## src/rtl/branch_exec_pkg.sv

```systemverilog
// Purpose: types and constants for the branch, call and increment execution unit
// Assumes: 12-bit program counter, 8-bit data path, 7-bit register address
// Notes: cycle counts are whole instruction cycles of the core clock
package branch_exec_pkg;

    // =========================================================
    // widths and constants
    localparam int PC_W = 12;
    localparam int DATA_W = 8;
    localparam int RADDR_W = 7;
    localparam logic [1:0] CYC_ENABLE_IRQ = 2'h1;
    localparam logic [1:0] CYC_FAR_BRANCH = 2'h2;
    localparam logic [1:0] CYC_FAR_CALL = 2'h2;
    localparam logic [1:0] CYC_COMPUTED_BRANCH = 2'h2;
    localparam logic [1:0] CYC_INCREMENT = 2'h1;
    localparam logic [1:0] CYC_SOFT_IRQ = 2'h3;
    localparam logic [10:0] SOFT_IRQ_VECTOR = 11'h001;
    localparam logic IRQ_ENABLE_RESET = 1'h0;
    localparam logic [PC_W-1:0] PC_STEP = 12'h001;
    localparam logic [DATA_W-1:0] DATA_STEP = 8'h01;

    // =========================================================
    // operations and states
    typedef enum logic [2:0] {
        ENABLE_IRQ_OP,
        FAR_BRANCH_OP,
        FAR_CALL_OP,
        COMPUTED_BRANCH_OP,
        INCREMENT_OP,
        SOFT_IRQ_OP
    } op_t;

    typedef enum logic {
        IDLE,
        BUSY
    } phase_t;

    // =========================================================
    // carriers
    typedef struct packed {
        op_t op;
        logic [PC_W-1:0] target;
        logic [RADDR_W-1:0] regAddr;
        logic destReg;
        logic [DATA_W-1:0] regValue;
        logic [PC_W-1:0] pc;
        logic [DATA_W-1:0] accumulator;
        logic [DATA_W-1:0] tableHighPointer;
    } req_t;

    typedef struct packed {
        logic pcLoad;
        logic [PC_W-1:0] pcValue;
        logic stackPush;
        logic [PC_W-1:0] stackValue;
        logic accumulatorWe;
        logic [DATA_W-1:0] accumulatorValue;
        logic regWe;
        logic [RADDR_W-1:0] regAddr;
        logic [DATA_W-1:0] regValue;
        logic zeroWe;
        logic zeroValue;
        logic done;
    } effects_t;

    typedef struct packed {
        phase_t phase;
        logic [1:0] left;
        logic vectorPending;
        logic [PC_W-1:0] vectorPc;
        logic ready;
        logic globalIrqEnable;
        effects_t fx;
    } state_t;

    localparam state_t ST_RESET = '{phase: IDLE, left: 2'h0, vectorPending: 1'b0,
        vectorPc: 12'h000, ready: 1'b1, globalIrqEnable: IRQ_ENABLE_RESET, fx: '0};

endpackage

```

## src/rtl/branch_call_increment_op_exec.sv

```systemverilog
// Purpose: executes enable-irq, far branch, far call, computed branch,
//          increment and software interrupt operations
// Assumes: the core supplies pc, accumulator, table high pointer and the
//          addressed register value together with the request
// Notes: effect strobes are one-cycle pulses; ready low while a multi-cycle op runs, high again in its done cycle
// Notes on behaviour
// - enable-irq op sets global enable, one cycle
// - far branch loads 12-bit target, two cycles
// - far call pushes pc+1, loads target, two cycles
// - computed branch loads pointer bits and accumulator
// - increment register, dest by bit, zero flag
// - software irq pushes, then vectors to 001, three cycles
`timescale 1ns/100ps

module branch_call_increment_op_exec (
    // clock and reset
    input wire logic clk,
    input wire logic reset_n,
    // request from the decoder
    input wire logic reqValid,
    input wire branch_exec_pkg::req_t req,
    output logic reqReady,
    // effects on the core
    output branch_exec_pkg::effects_t fx,
    output logic globalIrqEnable
);

    // =========================================================
    // state
    branch_exec_pkg::state_t st_q;
    branch_exec_pkg::state_t st_d;
    logic take;
    logic [branch_exec_pkg::DATA_W-1:0] incSum;
    logic [branch_exec_pkg::PC_W-1:0] returnPc;

    assign take = reqValid && st_q.ready;
    assign incSum = req.regValue + branch_exec_pkg::DATA_STEP;
    assign returnPc = req.pc + branch_exec_pkg::PC_STEP;

    // =========================================================
    // next state
    always_comb begin
        st_d = st_q;
        st_d.fx = '0;
        unique case (st_q.phase)
            branch_exec_pkg::IDLE: begin
                if (take) begin
                    st_d.left = 2'h0;
                    unique case (req.op)
                        branch_exec_pkg::ENABLE_IRQ_OP: begin
                            st_d.globalIrqEnable = 1'b1;
                            st_d.left = branch_exec_pkg::CYC_ENABLE_IRQ;
                        end
                        branch_exec_pkg::FAR_BRANCH_OP: begin
                            st_d.fx.pcLoad = 1'b1;
                            st_d.fx.pcValue = req.target;
                            st_d.left = branch_exec_pkg::CYC_FAR_BRANCH;
                        end
                        branch_exec_pkg::FAR_CALL_OP: begin
                            st_d.fx.stackPush = 1'b1;
                            st_d.fx.stackValue = returnPc;
                            st_d.fx.pcLoad = 1'b1;
                            st_d.fx.pcValue = req.target;
                            st_d.left = branch_exec_pkg::CYC_FAR_CALL;
                        end
                        branch_exec_pkg::COMPUTED_BRANCH_OP: begin
                            st_d.fx.pcLoad = 1'b1;
                            st_d.fx.pcValue = {req.pc[11], req.tableHighPointer[2:0],
                                               req.accumulator};
                            st_d.left = branch_exec_pkg::CYC_COMPUTED_BRANCH;
                        end
                        branch_exec_pkg::INCREMENT_OP: begin
                            st_d.fx.regWe = req.destReg;
                            st_d.fx.accumulatorWe = !req.destReg;
                            st_d.fx.regAddr = req.regAddr;
                            st_d.fx.regValue = incSum;
                            st_d.fx.accumulatorValue = incSum;
                            st_d.fx.zeroWe = 1'b1;
                            st_d.fx.zeroValue = (incSum == '0);
                            st_d.left = branch_exec_pkg::CYC_INCREMENT;
                        end
                        branch_exec_pkg::SOFT_IRQ_OP: begin
                            st_d.fx.stackPush = 1'b1;
                            st_d.fx.stackValue = returnPc;
                            st_d.vectorPending = 1'b1;
                            st_d.vectorPc = {req.pc[11], branch_exec_pkg::SOFT_IRQ_VECTOR};
                            st_d.left = branch_exec_pkg::CYC_SOFT_IRQ;
                        end
                        default: begin
                            st_d.left = 2'h1;
                        end
                    endcase
                    if (st_d.left == 2'h1) begin
                        st_d.fx.done = 1'b1;
                        st_d.left = 2'h0;
                    end else begin
                        st_d.left = st_d.left - 2'h1;
                        st_d.phase = branch_exec_pkg::BUSY;
                        st_d.ready = 1'b0;
                    end
                end
            end
            branch_exec_pkg::BUSY: begin
                if (st_q.vectorPending) begin
                    st_d.fx.pcLoad = 1'b1;
                    st_d.fx.pcValue = st_q.vectorPc;
                    st_d.vectorPending = 1'b0;
                end
                if (st_q.left == 2'h1) begin
                    st_d.phase = branch_exec_pkg::IDLE;
                    st_d.ready = 1'b1;
                    st_d.fx.done = 1'b1;
                    st_d.left = 2'h0;
                end else begin
                    st_d.left = st_q.left - 2'h1;
                end
            end
        endcase
    end

    // =========================================================
    // registers
    always_ff @(posedge clk or negedge reset_n) begin
        if (!reset_n) begin
            st_q <= branch_exec_pkg::ST_RESET;
        end else begin
            st_q <= st_d;
        end
    end

    assign reqReady = st_q.ready;
    assign fx = st_q.fx;
    assign globalIrqEnable = st_q.globalIrqEnable;
endmodule

```

## config.mk

```make
export PLATFORM = sky130hd
export DESIGN_NAME = branch_call_increment_op_exec
export DESIGN_NICKNAME = d
export VERILOG_FILES = /design/src/rtl/branch_exec_pkg.sv /design/src/rtl/branch_call_increment_op_exec.sv
export SDC_FILE = /design/constraint.sdc
export NUM_CORES = 1
export LEC_CHECK = 0
export BUFFER_PORTS_ARGS = -buffer_cell sky130_fd_sc_hd__buf_2
export CAP_MARGIN = 5
export CORE_AREA = 2 2 92 94
export CTS_CLUSTER_SIZE = 25
export DETAILED_ROUTE_END_ITERATION = 10
export DIE_AREA = 0 0 94 96
export SYNTH_ARGS = -nofsm -noshare
export SYNTH_HDL_FRONTEND = slang
export SYNTH_SLANG_ARGS = --single-unit
```

## constraint.sdc

```tcl
create_clock -name clk -period 1.5 [get_ports clk]
set_input_delay 0.15 -clock clk [delete_from_list [all_inputs] [get_ports clk]]
set_output_delay 0.15 -clock clk [all_outputs]
set_load 0.005 [all_outputs]
```

==> results.ini <==
[global_route]
grt_pass1_wl_um = 8569
grt_util_all_layers = 0.1229
antenna_found_initial = 0
grt_pass1_vias = 1826
grt_overflow = 0
grt_max_degree = 31

[yosys]
async_reset_ff_frac = 1.000
synth_top_area_share = 0.4831
netlist_top_cells_area = dfrtp_1 (48%), buf_4 (15%), mux2_2 (5.7%)
synthMuxAreaShare = 0.05743
synth_simple_gate_area_frac = 0.1518
synth_top_family_by_area = buffers and inverters
synth_most_common_cell = buf_4
netlist_area_um2 = 2745
ys_types = 38
synth_cells = 264
yosysTopAreaCell = dfrtp_1
synth-seq-cells = 54
synth-compound-area-share = 0.06244
yosys_warnings = 0
avgSynthCellArea_um2 = 10.40
synthTopCellsByCount = buf_4 (55), dfrtp_1 (53), nor2_1 (33)
synth-edff-count = 0
synth.net_count = 329
synthFlopType = dfrtp_1
seq_area_frac_synth = 0.4927
synth-xor-area-share = 0.05105
synth-adder-area-share = 0.01367

[detailed_routing]
met1_length_um = 2330
drtAntennaViolNets = 0
firstDrtPassIters = 4
via_per_inst = 4.459
first_iter_violations = 39
routed-via-count = 1971
wl_met2_um = 2884
highest-signal-layer = met4
drc = 0
wire_per_inst_um = 12.83
wl_um = 5670
met3_length_um = 389

[layout]
drive_above_1_share = 0.4510
syn_to_final_growth_pct = 17.87
fin_nets = 401
fillers = 835
num_antenna_cells = 0

[run_status]
run_status = finished, final reports clean

[worst_setup_path]
critPathMaxFanout = 5
endpoint_kind = register
startpoint_type = register
required_ps = 1730
cp.arrival_ps = 1640
crit_type = reg2reg

[cts]
cts_sinks = 54
htreeDepth = 2
clock_latency_ps = 300
cts_root_buffer = clkbuf_8
clk_pin_slew_ps = 100
cts_buffer_depth = 2
cts_tree = yes
cts_made_buffers = 5

[floorplan]
io_pins = 118
die_w_um = 94
rows = 33
dieHeight_um = 96
core_um2 = 8051
start_util = 0.3409
dieArea_um2 = 9024

[sta]
rsz0062_at_grt = no
post-route-period-util = 0.9387
tightest_slew_ps = 488.2
hold_viol = 0
whs_ps = 27.00
maxSlewHeadroom = 0.6746
tns_ps = 0
max_freq_mhz = 710.2
fin_worst_skew_ps = 8.387
drv_slew = 0
setup_viol = 0
period_needed_ps = 1408

[power]
p_per_area_nw_per_um2 = 1030
p_leak_nw = 1.744
ir_drop_mv = 0.4596

[place]
place_congestion = 0.7572
dpl.hpwl_um = 4423
io_buffers = 112

[flow_run]
cap_violations = 0

[hold_path]
min_path_type = in2reg

worst paths after layout:
kind / end / slack (ps) / cells past startpoint / startpoint
setup / recovery: fx[1] / 90 / 4 / reqReady
hold / removal: fx[19] / 30 / 2 / req[28]
setup reg to reg: fx[1] / 90 / 4 / reqReady
hold reg to reg: st_q[56] / 470 / 1 / st_q[56]
max in group asynchronous: reqReady / 600 / 3 / reset_n
min in group asynchronous: fx[36] / 340 / 2 / reset_n
where the power goes:
part           total (mW)  internal (mW)  switching (mW)  leakage, nW
clock network       0.957          0.498           0.459       0.0514
registers            1.67           1.61          0.0692        0.742
logic               0.701          0.341           0.360        0.950
total                3.33           2.44           0.888         1.74
through the flow:
stage | std cells | setup WS (ps) | area (µm²) | utilization | total power [mW]
global route | 442 | 29.98 | 3236 | 0.4019 | 3.543
floorplan | 264 | 81.27 | 2745 | - | 2.120
detailed placement | 432 | 44.13 | 3104 | 0.3855 | 2.412
global placement | 432 | 77.69 | 3104 | 0.3855 | 2.386
finish | 442 | 91.93 | 3236 | 0.4019 | 3.332
CTS | 442 | 30.07 | 3234 | 0.4017 | 3.394
area by class of cell:
type	count	area [µm²]	area share
clock inverters	2	37.54	0.01160
well taps	105	131.4	0.04060
multi-input cells	141	924.6	0.2858
clock buffers	6	72.57	0.02243
repair buffers	127	690.7	0.2135
flip-flops and latches	54	1353	0.4180
inverters	7	26.28	0.008121
routing by layer:
layer,vias up,global-route usage
li1,963,-
met1,931,0.1470
met2,73,0.2185
met3,4,0.02819
met4,0,0.04106
met5,-,0
cells in the final DEF (no fill, tap or decap), types with 2 or more instances in the layout:
cell,netlist,layout
a21oi_1,3,3
a22oi_1,12,12
and2_1,9,9
buf_2,2,112
buf_4,55,12
clkbuf_8,0,5
dfrtp_1,53,53
dlygate4sd3_1,0,2
ha_1,3,3
inv_1,7,7
mux2_2,14,14
nand2_1,11,11
nand2b_1,2,2
nand3_1,9,9
nand4_1,3,3
nor2_1,33,33
nor3_1,4,4
nor4_1,2,2
o21ai_0,4,4
xnor2_1,11,11
xor2_1,5,5
kinds of logic (layout without fill, tap and decap cells):
family,after synthesis,after routing
and+or+nand+nor,83,83
buffers and inverters,69,142
DFF,54,54
AOI/OAI and AO/OA,25,25
xor gates and xnor gates,16,16
muxes,14,14
adders and majority gates,3,3
registers in the layout, indices dropped and copies added, names as in the netlist:
signal,flops
fx,46
globalIrqEnable,1
reqReady,1
st_q,6
repair_timing:
action / in CTS / in global routing
hold buffers: 2 / 0
hold endpoints to repair: 19 / 0
buffers inserted: 0 / 0
resized for setup: 0 / 1
endpoints found under the setup margin: 0 / 10
worst max-delay path, cell delays in order (launching register included):
cell      delay, ps
dfstp_2         540
and3b_2         250
nand3_4         120
a211oi_1        220
and4_1          220
(Power assumes the default switching activity.)
